===== config.mk =====
export PLATFORM = sky130hd
export DESIGN_NAME = ccs_sequencer
export DESIGN_NICKNAME = d
export VERILOG_FILES = /design/src/rtl/ccs_pkg.sv /design/src/rtl/ccs_if.sv /design/src/rtl/ccs_filter.sv /design/src/rtl/ccs_sequencer.sv
export VERILOG_INCLUDE_DIRS = /design/src /design/src/rtl
export SDC_FILE = /design/constraint.sdc
export NUM_CORES = 1
export LEC_CHECK = 0
export BUFFER_PORTS_ARGS = -buffer_cell sky130_fd_sc_hd__buf_2
export CAP_MARGIN = 30
export CORE_ASPECT_RATIO = 0.75
export CORE_MARGIN = 8
export CORE_UTILIZATION = 55
export DETAILED_ROUTE_END_ITERATION = 8
export PLACE_DENSITY = 0.72
export SYNTH_ARGS = -nofsm -noshare
export SYNTH_HDL_FRONTEND = slang
export SYNTH_SLANG_ARGS = --single-unit

===== constraint.sdc =====
create_clock -name CLOCK -period 6.9 [get_ports CLOCK]
set_input_delay 0.69 -clock CLOCK [delete_from_list [all_inputs] [get_ports CLOCK]]
set_output_delay 0.69 -clock CLOCK [all_outputs]
set_load 0.1 [all_outputs]

===== src/rtl/ccs_defs.svh =====
// Purpose: Constants for the capacitance conversion sequencer.
// Assumes: Included by bare name from the design files.
// Notes:   Offsets are register word addresses on the register port.
`ifndef CCS_DEFS_SVH
`define CCS_DEFS_SVH

// ==========================================================================
// Register addresses
// ==========================================================================
`define CCS_CTRL_ADDR     10'h000
`define CCS_RAW_ADDR      10'h00B
`define CCS_OFFS_ADDR     10'h010
`define CCS_LAST_ADDR     10'h011
`define CCS_STATUS_ADDR   10'h012
`define CCS_RES_BASE      10'h0E0

// ==========================================================================
// Field positions, codes and reset values
// ==========================================================================
`define CCS_MODE_LSB      0
`define CCS_SLEEP_LSB     2
`define CCS_DECIM_LSB     8
`define CCS_OPOS_LSB      0
`define CCS_POS_SWAP_BIT  7
`define CCS_ONEG_LSB      8
`define CCS_NEG_SWAP_BIT  15
`define CCS_MODE_FULL     2'h0
`define CCS_MODE_LOW      2'h2
`define CCS_DECIM_256     2'h0
`define CCS_CTRL_RST      16'h0000
`define CCS_OFFS_RST      16'h0000
`define CCS_LAST_RST      4'hB
`define CCS_LAST_MAX      4'hB
`define CCS_NUM_STAGES    12

// ==========================================================================
// Timing
// ==========================================================================
`define CCS_CLOCK_MHZ      200
`define CCS_SAMPLE_KHZ     250
`define CCS_SAMPLE_DIV     ((`CCS_CLOCK_MHZ * 1000) / `CCS_SAMPLE_KHZ)
`define CCS_AVG_MULT       3
`define CCS_LEN_256        (`CCS_AVG_MULT * 256)
`define CCS_LEN_128        (`CCS_AVG_MULT * 128)
`define CCS_GAIN_256       85
`define CCS_GAIN_128       170
`define CCS_SLEEP_STEP_MS  200
`define CCS_TOUCH_MS       36
`define CCS_SLEEP_STEP_TICKS (`CCS_SLEEP_STEP_MS * `CCS_SAMPLE_KHZ)
`define CCS_TOUCH_TICKS    (`CCS_TOUCH_MS * `CCS_SAMPLE_KHZ)

`endif


===== src/rtl/ccs_pkg.sv =====
// Purpose: Types shared by the sequencer and its filter.
// Assumes: Nothing beyond the language.
// Notes:   Numbers live in ccs_defs.svh.
package ccs_pkg;
  // Sequencer states.
  typedef enum logic [1:0] {CCS_OFF, CCS_CONVERT, CCS_SLEEP} ccs_state_type;
  // One converter result word.
  typedef logic [15:0] ccs_word_type;
endpackage


===== src/rtl/ccs_if.sv =====
// Purpose: Carrier between the sequencer and the decimation filter.
// Assumes: One clock domain.
// Notes:   The sequencer owns run, tick, bit and ratio; the filter answers.
`timescale 1ns/1ps
interface ccs_if;
  import ccs_pkg::*;
  logic         run;        // High while a stage converts.
  logic         sample_en;  // One-cycle modulator sample enable.
  logic         mod_bit;    // Modulator output bit.
  logic [1:0]   decim;      // Latched decimation code.
  logic         done;       // One-cycle pulse, stage result ready.
  ccs_word_type result;     // Stage result, valid with done.
  modport seq (output run, sample_en, mod_bit, decim, input done, result);
  modport filt (input run, sample_en, mod_bit, decim, output done, result);
endinterface


===== src/rtl/ccs_filter.sv =====
// Purpose: Averaging decimation filter for one stage conversion.
// Assumes: Sample enables arrive at the modulator rate.
// Notes:   The average is scaled to the full 16-bit range by a fixed gain.
`timescale 1ns/1ps
`include "ccs_defs.svh"
module ccs_filter
  import ccs_pkg::*;
(
  input  wire logic CLOCK,
  input  wire logic RESET_N,
  ccs_if.filt       ifc
);
  // ========================================================================
  // State
  // ========================================================================
  logic [9:0]   cnt_reg, cnt_next;   // Samples taken so far.
  logic [9:0]   sum_reg, sum_next;   // Ones counted so far.
  ccs_word_type res_reg, res_next;   // Last result.
  logic         done_reg, done_next; // Result strobe.
  logic [9:0]   limit;               // Last sample index of the stage.
  logic [9:0]   sum_inc;             // Sum including this sample.
  logic [15:0]  gain;                // Scale to 16 bits.

  // Sample count is three times the ratio; the gain keeps full scale.
  always_comb begin
    limit    = (ifc.decim == `CCS_DECIM_256) ? 10'(`CCS_LEN_256 - 1)
                                             : 10'(`CCS_LEN_128 - 1);
    gain     = (ifc.decim == `CCS_DECIM_256) ? 16'(`CCS_GAIN_256) : 16'(`CCS_GAIN_128);
    sum_inc  = sum_reg + {9'h000, ifc.mod_bit};
    cnt_next = cnt_reg;
    sum_next = sum_reg;
    res_next = res_reg;
    done_next = 1'b0;
    if (!ifc.run) begin
      // An aborted stage leaves nothing half counted.
      cnt_next = 10'h000;
      sum_next = 10'h000;
    end else if (ifc.sample_en) begin
      if (cnt_reg == limit) begin
        res_next  = 16'({6'h00, sum_inc} * gain);
        done_next = 1'b1;
        cnt_next  = 10'h000;
        sum_next  = 10'h000;
      end else begin
        cnt_next = cnt_reg + 10'h001;
        sum_next = sum_inc;
      end
    end
  end

  // Registers only.
  always_ff @(posedge CLOCK) begin
    if (!RESET_N) begin
      cnt_reg  <= 10'h000;
      sum_reg  <= 10'h000;
      res_reg  <= 16'h0000;
      done_reg <= 1'b0;
    end else begin
      cnt_reg  <= cnt_next;
      sum_reg  <= sum_next;
      res_reg  <= res_next;
      done_reg <= done_next;
    end
  end

  assign ifc.done   = done_reg;
  assign ifc.result = res_reg;

  // A result comes after exactly the documented sample count.
  stage_len_a: assert property (@(posedge CLOCK) disable iff (!RESET_N)
    (ifc.run && ifc.sample_en && cnt_reg == limit) |=> ifc.done && cnt_reg == 10'h000)
    else $error("stage result not after full sample count");
endmodule // ccs_filter


===== src/rtl/ccs_sequencer.sv =====
// Purpose: Conversion sequencer, mode control and result registers.
// Assumes: Register port and modulator bit are synchronous to CLOCK.
// Notes:   Sequence settings are sampled at each sequence start.
`timescale 1ns/1ps
`include "ccs_defs.svh"
// Notes on behaviour
// Control bits 9:8 pick ratio 256 or 128.
// Host never writes decimation codes 10 or 11.
// Each result averages three times ratio samples.
// Modulator samples at 250 kHz timing base.
// Fourteen inputs share one converter; 16-bit results.
// Two 7-bit offset codes, either input.
// At most twelve stages, each own settings.
// Sequence runs stage zero to last index.
// Host matches calibration enables to stage count.
// Differential pair: both pressed reports neither.
// Sequence time is stage time times stages.
// Low power sleep 200 to 800 ms.
// Low power period is sequence plus sleep.
// Raw result readable at address 00B.
// Per-stage results held in result bank.
// Full power runs sequences back to back.
// Mode bits: 00 full, 10 low, else off.
// Touched in low power: sequence every 36 ms.
// Setting changes apply at next sequence start.
module ccs_sequencer
  import ccs_pkg::*;
#(
  parameter int SLEEP_STEP_TICKS = `CCS_SLEEP_STEP_TICKS, // Samples per 200 ms.
  parameter int TOUCH_TICKS      = `CCS_TOUCH_TICKS,      // Samples per 36 ms.
  parameter int SAMPLE_DIV       = `CCS_SAMPLE_DIV        // Clocks per sample, 9 or more.
)(
  input  wire logic        CLOCK,
  input  wire logic        RESET_N,
  input  wire logic [9:0]  REG_ADDR,
  input  wire logic        REG_WE,
  input  wire logic [15:0] REG_WDATA,
  output logic      [15:0] REG_RDATA,
  input  wire logic        MOD_BIT,
  input  wire logic        SENSOR_TOUCHED,
  input  wire logic        PAIR_HIT_POS,
  input  wire logic        PAIR_HIT_NEG,
  output logic      [3:0]  STAGE_INDEX,
  output logic             CONVERTING,
  output logic             SEQUENCE_DONE,
  output logic      [6:0]  POSITIVE_OFFSET_CODE,
  output logic      [6:0]  NEGATIVE_OFFSET_CODE,
  output logic             POS_OFFSET_TO_NEG,
  output logic             NEG_OFFSET_TO_POS,
  output logic             PAIR_BUTTON_POS,
  output logic             PAIR_BUTTON_NEG
);
  // ========================================================================
  // Declarations
  // ========================================================================
  ccs_if ifc ();
  ccs_state_type state_reg, state_next;        // Sequencer state.
  logic [9:0]    div_reg, div_next;            // Modulator rate divider.
  logic [3:0]    stage_reg, stage_next;        // Stage now converting.
  logic [3:0]    last_reg, last_next;          // Last stage index, latched.
  logic [1:0]    decim_reg, decim_next;        // Decimation code, latched.
  logic [1:0]    sleep_reg, sleep_next;        // Sleep select, latched.
  logic [19:0]   ticks_reg, ticks_next;        // Samples since sequence start.
  logic [19:0]   slp_reg, slp_next;            // Samples since sequence end.
  logic [15:0]   ctrl_reg, ctrl_next;          // Control register.
  logic [15:0]   offs_reg, offs_next;          // Offset codes register.
  logic [3:0]    lastw_reg, lastw_next;        // Last index as written.
  ccs_word_type  raw_reg, raw_next;            // Raw converter output.
  ccs_word_type  res_reg [`CCS_NUM_STAGES];    // Per-stage result bank.
  ccs_word_type  res_next [`CCS_NUM_STAGES];
  logic [15:0]   rdata_reg, rdata_next;        // Read data.
  logic          done_reg, done_next;          // End of sequence pulse.
  logic          bpos_reg, bneg_reg;           // Pair button outputs.
  logic          tick;                         // Modulator sample enable.
  logic [1:0]    mode;                         // Live mode field.
  logic          mode_on;                      // Mode is full or low power.
  logic          start_seq;                    // Sequence starts this cycle.
  logic [19:0]   sleep_limit;                  // Sleep length in samples.

  // ========================================================================
  // Modulator rate
  // ========================================================================
  // All conversion timing derives from this single sample enable.
  // A shorter divider only speeds simulation; the default gives the real rate.
  assign tick = (div_reg == 10'(SAMPLE_DIV - 1));
  always_comb begin
    div_next = tick ? 10'h000 : div_reg + 10'h001;
  end

  // ========================================================================
  // Sequencer
  // ========================================================================
  assign mode        = ctrl_reg[`CCS_MODE_LSB +: 2];
  assign mode_on     = (mode == `CCS_MODE_FULL) || (mode == `CCS_MODE_LOW);
  assign sleep_limit = 20'(SLEEP_STEP_TICKS) * (20'(sleep_reg) + 20'h00001);

  always_comb begin
    state_next = state_reg;
    stage_next = stage_reg;
    ticks_next = (tick && state_reg != CCS_OFF) ? ticks_reg + 20'h00001 : ticks_reg;
    slp_next   = slp_reg;
    done_next  = 1'b0;
    raw_next   = raw_reg;
    for (int i = 0; i < `CCS_NUM_STAGES; i++) begin
      res_next[i] = res_reg[i];
    end
    start_seq = 1'b0;
    case (state_reg)
      CCS_OFF: begin
        start_seq = mode_on;
      end
      CCS_CONVERT: begin
        if (!mode_on) begin
          // Shutdown aborts at once; the filter drops its partial sum.
          state_next = CCS_OFF;
        end else if (ifc.done) begin
          raw_next = ifc.result;
          res_next[stage_reg] = ifc.result;
          if (stage_reg == last_reg) begin
            done_next = 1'b1;
            if (mode == `CCS_MODE_FULL) begin
              start_seq = 1'b1;
            end else begin
              state_next = CCS_SLEEP;
              slp_next   = 20'h00000;
            end
          end else begin
            stage_next = stage_reg + 4'h1;
          end
        end
      end
      CCS_SLEEP: begin
        if (!mode_on) begin
          state_next = CCS_OFF;
        end else if (tick) begin
          slp_next = slp_reg + 20'h00001;
          // Touch shortens the period to the fixed touch rate.
          if ((SENSOR_TOUCHED && ticks_reg >= 20'(TOUCH_TICKS - 1)) ||
              (slp_reg >= sleep_limit - 20'h00001)) begin
            start_seq = 1'b1;
          end
        end
      end
      default: begin
        state_next = CCS_OFF;
      end
    endcase
    if (start_seq) begin
      state_next = CCS_CONVERT;
      stage_next = 4'h0;
      ticks_next = 20'h00000;
    end
  end

  // Settings are sampled only when a sequence starts.
  always_comb begin
    decim_next = start_seq ? ctrl_reg[`CCS_DECIM_LSB +: 2] : decim_reg;
    sleep_next = start_seq ? ctrl_reg[`CCS_SLEEP_LSB +: 2] : sleep_reg;
    last_next  = last_reg;
    if (start_seq) begin
      // Out of range indices are held at the twelve stage maximum.
      last_next = (lastw_reg > `CCS_LAST_MAX) ? `CCS_LAST_MAX : lastw_reg;
    end
  end

  // ========================================================================
  // Register port
  // ========================================================================
  // Writes land in one cycle; reads return one cycle after the address.
  always_comb begin
    ctrl_next  = ctrl_reg;
    offs_next  = offs_reg;
    lastw_next = lastw_reg;
    if (REG_WE) begin
      case (REG_ADDR)
        `CCS_CTRL_ADDR: ctrl_next  = REG_WDATA;
        `CCS_OFFS_ADDR: offs_next  = REG_WDATA;
        `CCS_LAST_ADDR: lastw_next = REG_WDATA[3:0];
        default:        ctrl_next  = ctrl_reg;
      endcase
    end
    rdata_next = 16'h0000;
    case (REG_ADDR)
      `CCS_CTRL_ADDR:   rdata_next = ctrl_reg;
      `CCS_RAW_ADDR:    rdata_next = raw_reg;
      `CCS_OFFS_ADDR:   rdata_next = offs_reg;
      `CCS_LAST_ADDR:   rdata_next = {12'h000, lastw_reg};
      `CCS_STATUS_ADDR: rdata_next = {10'h000, state_reg, stage_reg};
      default: begin
        if (REG_ADDR >= `CCS_RES_BASE && REG_ADDR < `CCS_RES_BASE + 10'(`CCS_NUM_STAGES)) begin
          rdata_next = res_reg[4'(REG_ADDR - `CCS_RES_BASE)];
        end
      end
    endcase
  end

  // ========================================================================
  // Registers
  // ========================================================================
  always_ff @(posedge CLOCK) begin
    if (!RESET_N) begin
      state_reg <= CCS_OFF;
      div_reg   <= 10'h000;
      stage_reg <= 4'h0;
      last_reg  <= `CCS_LAST_RST;
      decim_reg <= `CCS_DECIM_256;
      sleep_reg <= 2'h0;
      ticks_reg <= 20'h00000;
      slp_reg   <= 20'h00000;
      ctrl_reg  <= `CCS_CTRL_RST;
      offs_reg  <= `CCS_OFFS_RST;
      lastw_reg <= `CCS_LAST_RST;
      raw_reg   <= 16'h0000;
      rdata_reg <= 16'h0000;
      done_reg  <= 1'b0;
      bpos_reg  <= 1'b0;
      bneg_reg  <= 1'b0;
    end else begin
      state_reg <= state_next;
      div_reg   <= div_next;
      stage_reg <= stage_next;
      last_reg  <= last_next;
      decim_reg <= decim_next;
      sleep_reg <= sleep_next;
      ticks_reg <= ticks_next;
      slp_reg   <= slp_next;
      ctrl_reg  <= ctrl_next;
      offs_reg  <= offs_next;
      lastw_reg <= lastw_next;
      raw_reg   <= raw_next;
      rdata_reg <= rdata_next;
      done_reg  <= done_next;
      bpos_reg  <= PAIR_HIT_POS && !PAIR_HIT_NEG;
      bneg_reg  <= PAIR_HIT_NEG && !PAIR_HIT_POS;
    end
  end

  // The result bank, one register per stage.
  for (genvar g = 0; g < `CCS_NUM_STAGES; g++) begin : g_res
    always_ff @(posedge CLOCK) begin
      if (!RESET_N) begin
        res_reg[g] <= 16'h0000;
      end else begin
        res_reg[g] <= res_next[g];
      end
    end
  end

  // ========================================================================
  // Filter and outputs
  // ========================================================================
  assign ifc.run       = (state_reg == CCS_CONVERT) && mode_on;
  assign ifc.sample_en = tick;
  assign ifc.mod_bit   = MOD_BIT;
  assign ifc.decim     = decim_reg;

  ccs_filter u_filter (
    .CLOCK   (CLOCK),
    .RESET_N (RESET_N),
    .ifc     (ifc.filt)
  );

  assign REG_RDATA            = rdata_reg;
  assign STAGE_INDEX          = stage_reg;
  assign CONVERTING           = (state_reg == CCS_CONVERT);
  assign SEQUENCE_DONE        = done_reg;
  assign POSITIVE_OFFSET_CODE = offs_reg[`CCS_OPOS_LSB +: 7];
  assign NEGATIVE_OFFSET_CODE = offs_reg[`CCS_ONEG_LSB +: 7];
  assign POS_OFFSET_TO_NEG    = offs_reg[`CCS_POS_SWAP_BIT];
  assign NEG_OFFSET_TO_POS    = offs_reg[`CCS_NEG_SWAP_BIT];
  assign PAIR_BUTTON_POS      = bpos_reg;
  assign PAIR_BUTTON_NEG      = bneg_reg;

  // ========================================================================
  // Checks
  // ========================================================================
  tick_spacing_a: assert property (@(posedge CLOCK) disable iff (!RESET_N)
    tick |=> !tick [*8]) else $error("sample enables too close");
  stage_bound_a: assert property (@(posedge CLOCK) disable iff (!RESET_N)
    (state_reg == CCS_CONVERT) |-> stage_reg <= last_reg && last_reg <= `CCS_LAST_MAX)
    else $error("stage beyond last index");
  seq_zero_a: assert property (@(posedge CLOCK) disable iff (!RESET_N)
    start_seq |=> state_reg == CCS_CONVERT && stage_reg == 4'h0)
    else $error("sequence did not start at stage zero");
  full_back_a: assert property (@(posedge CLOCK) disable iff (!RESET_N)
    (state_reg == CCS_CONVERT && ifc.done && stage_reg == last_reg &&
     mode == `CCS_MODE_FULL) |=> state_reg == CCS_CONVERT && ticks_reg == 20'h00000)
    else $error("full power sequence not back to back");
  low_sleep_a: assert property (@(posedge CLOCK) disable iff (!RESET_N)
    (state_reg == CCS_CONVERT && ifc.done && stage_reg == last_reg &&
     mode == `CCS_MODE_LOW) |=> state_reg == CCS_SLEEP && slp_reg == 20'h00000)
    else $error("low power did not sleep");
  shut_off_a: assert property (@(posedge CLOCK) disable iff (!RESET_N)
    (!mode_on && state_reg != CCS_OFF) |=> state_reg == CCS_OFF && !CONVERTING)
    else $error("shutdown not honoured");
  pair_excl_a: assert property (@(posedge CLOCK) disable iff (!RESET_N)
    $past(PAIR_HIT_POS && PAIR_HIT_NEG) |-> !PAIR_BUTTON_POS && !PAIR_BUTTON_NEG)
    else $error("both pair buttons reported");
  raw_load_a: assert property (@(posedge CLOCK) disable iff (!RESET_N)
    (state_reg == CCS_CONVERT && mode_on && ifc.done) |=> raw_reg == $past(ifc.result))
    else $error("raw result not loaded");
  setting_hold_a: assert property (@(posedge CLOCK) disable iff (!RESET_N)
    (state_reg == CCS_CONVERT && !start_seq) |=> $stable(decim_reg) && $stable(last_reg))
    else $error("settings changed inside a sequence");
endmodule // ccs_sequencer


==> impl_metrics.sql <==
INSERT INTO impl_metrics (metric_group, metric, value, unit) VALUES
('status', 'result_of_the_run', 'finished clean', ''),
('cts', 'tritoncts.num_buffers', '38', ''),
('grt', 'largest_net_degree_at_the_start_of_global_routing', '126', ''),
('synth', 'yosysUniqueCellTypes', '78', ''),
('final_layout', 'num_antenna_cells', '0', ''),
('flow_run', 'drv.max_cap_violation_count', '0', ''),
('synth', 'netlist_top_cells_area', 'dfxtp_1 (40%), nand2_1 (8.7%), a21oi_1 (7.9%)', ''),
('synth', 'netlist.area_leader.share', '0.3950', ''),
('floorplan', 'core_ar', '33310', 'um^2'),
('pwr', 'irDropWorstVdd', '0.0001805', 'V'),
('cts', 'clockRootBuffer', 'clkbuf_16', ''),
('synth', 'ys_ff_latch', '364', ''),
('sta', 'report.final.setup_viol', '0', ''),
('synth', 'syn_area', '18450', 'um^2'),
('floorplan', 'die_h', '174.6', 'um'),
('cts', 'cts.path.max_buffers', '3', ''),
('sta', 'timing_worst_slew_pin_value', '1.123', 'ns'),
('cts', 'holdBufCountCts', '0', ''),
('sta', 'achievable-frequency', '178.4', 'MHz'),
('synth', 'ys_dominant_reg_cell', 'dfxtp_1', ''),
('worst_setup_path', 'cp_cell_sequence', 'ha_1, ha_1, nand3_1, xnor2_1, nand2_1, fa_1, fa_1, inv_1, fa_1, inv_1, fa_1, inv_1, ha_1, o21a_1, o31a_1, o311a_1, o31a_1, a2111oi_0, a311o_1', ''),
('cts', 'clock_latency', '0.53', 'ns'),
('synth', 'async_flop_share', '0', ''),
('detailed_routing', 'postRouteAntennaNets', '0', ''),
('grt', 'first_global_vias', '15251', ''),
('synth', 'yosys-top-cells-count', 'nand2_1 (427), dfxtp_1 (364), a21oi_1 (292)', ''),
('worst_setup_path', 'worst_path_max_fanout', '7', ''),
('place', 'place_congestion', '0.8908', ''),
('floorplan', 'initial_utilization', '0.5538', ''),
('floorplan', 'fp.dieArea', '39720', 'um^2'),
('sta', 'setup_tns', '0', 'ns'),
('grt', 'global_route_wire_length_before_repair', '79230', 'um'),
('worst_setup_path', 'worst-setup-path-type', 'flip-flop to flip-flop', ''),
('worst_setup_path', 'endpoint_kind', 'flip-flop', ''),
('pwr', 'pwr_density_cell', '232.9', 'nW/um^2'),
('sta', 'finalMaxSlewViolations', '0', ''),
('worst_setup_path', 'wp_buf_inv', '3', ''),
('place', 'dp.cells', '2553', ''),
('grt', 'antenna_found_initial', '0', ''),
('synth', 'yosysSeqAreaShare', '0.3950', ''),
('synth', 'synth.most_common_cell', 'nand2_1', ''),
('detailed_routing', 'routed-via-count', '15876', ''),
('worst_setup_path', 'worst_path_largest_cell_delay', '0.55', 'ns'),
('synth', 'yosysWarnings', '0', ''),
('worst_setup_path', 'worst_setup_sp_type', 'flip-flop', ''),
('sta', 'finalClockSkew', '0.01767', 'ns'),
('grt', 'total_grt_overflow', '0', ''),
('cts', 'htree_levels', '2', ''),
('sta', 'post-route-period-util', '0.8122', ''),
('pwr', 'power.static_leakage', '0.007488', 'uW'),
('cts', 'clock-sinks', '364', ''),
('grt', 'grt_util_all_layers', '0.2410', ''),
('cts', 'count_of_buffers_added_by_post_cts_timing_repair_for_setup', '0', ''),
('synth', 'netlist_instances', '2189', ''),
('floorplan', 'placement_rows', '58', ''),
('worst_setup_path', 'cell_with_the_largest_stage_delay_on_the_worst_path', 'fa_1', ''),
('final_layout', 'synthToLayoutAreaGrowth', '9.462', '%'),
('final_layout', 'drive_gt1_frac', '0.1059', ''),
('synth', 'post_synth_edffs', '0', ''),
('sta', 'unrepaired_setup_endpoints_after_global_routing', 'no', ''),
('final_layout', 'stdcell_count', '2621', ''),
('sta', 'timing.final.crit_period', '5.604', 'ns'),
('worst_setup_path', 'timing.critical_path.required', '7.36', 'ns'),
('final_layout', 'largest_register_ff_count', '192', ''),
('place', 'hpwlAfterDp', '31740', 'um'),
('detailed_routing', 'drtPass1Iterations', '6', ''),
('sta', 'report.final.hold_viol_count', '0', ''),
('worst_setup_path', 'critical-path-top-cell-by-count', 'fa_1', ''),
('worst_setup_path', 'worst-endpoint-arrival', '6.06', 'ns'),
('worst_setup_path', 'crit_family', 'adder cells', ''),
('detailed_routing', 'wl_per_cell', '18.71', 'um');
[area by class of cell]
class / count / area (um^2)
Sequential cell: 364 / 7287
Clock buffer: 53 / 1127
Multi-Input combinational cell: 1586 / 10230
Timing Repair Buffer: 88 / 490.5
Tap cell: 450 / 563.0
Clock inverter: 14 / 234.0
Inverter: 66 / 255.2
Fill cell: 2881 / 13120
[routing by layer]
| metal | global-route usage | vias up | wire length [um] |
|---|---|---|---|
| li1 | - | 7508 | - |
| met1 | 0.3456 | 7648 | 21730 |
| met2 | 0.3659 | 647 | 21540 |
| met3 | 0.04456 | 73 | 4699 |
| met4 | 0.07019 | 0 | 1067 |
| met5 | 0 | - | 0 |
[per-stage QoR]
step                hold slack, ns  power [uW]    util  setup WS (ns)  instance area [um^2]
finish                      0.3432        4703  0.6062          1.296                 20190
floorplan                   0.4302        2459       -          1.335                 18460
detailed placement          0.4438        2532  0.5649         0.8629                 18820
global route                0.3498        4839  0.6062         0.9944                 20190
global placement            0.4387        2527  0.5649          1.067                 18820
CTS                         0.3357        4717  0.6057          1.304                 20180
[worst paths after layout]
path | endpoint | slack, ns | depth (start not counted) | start
worst min-delay path | PAIR_BUTTON_POS | 0.34 | 2 | PAIR_HIT_NEG
worst max register to register | u_filter.ifc.result[15] | 1.30 | 19 | u_filter.sum_reg[0]
worst min register to register | res_reg[3][7] | 0.45 | 2 | res_reg[3][7]
worst max-delay path | u_filter.ifc.result[15] | 1.30 | 19 | u_filter.sum_reg[0]
[kinds of logic after synthesis]
family                     count (synthesis)  share of synthesized area
adders and majority gates                107                    0.08560
buffers and inverters                    242                    0.05243
DFF                                      364                     0.3950
other                                      2                  0.0004071
AOI/OAI and AO/OA                        422                     0.1330
and+or+nand+nor                          903                     0.2246
muxes                                     81                    0.07665
xor gates and xnor gates                  68                    0.03229
[power breakdown]
| part | internal [uW] | total (uW) | switching [uW] |
|---|---|---|---|
| Sequential | 2110 | 2120 | 12.1 |
| Clock | 1360 | 2210 | 849 |
| Combinational | 101 | 365 | 265 |
[placed cells by master, fill, tap and decap left out, types with 8 or more instances in the layout]
cell type,Yosys,final
a222oi_1,10,10
nand3_1,235,235
nor2_1,78,78
and3_1,20,20
or3_1,12,12
clkbuf_16,0,38
ha_1,75,71
nand2_1,427,427
clkbuf_8,0,12
buf_2,34,71
a21oi_1,292,292
mux4_2,48,48
a21o_1,9,9
buf_4,2,16
o21ai_0,40,39
nand4_1,23,23
and2_1,11,11
dfxtp_1,364,364
a22oi_1,11,11
a31oi_1,9,9
xnor2_1,33,33
fa_1,32,32
nor4_1,8,8
inv_1,65,65
mux2i_1,31,31
xor2_1,35,35
nor3_1,41,40
(Power assumes the default switching activity.)
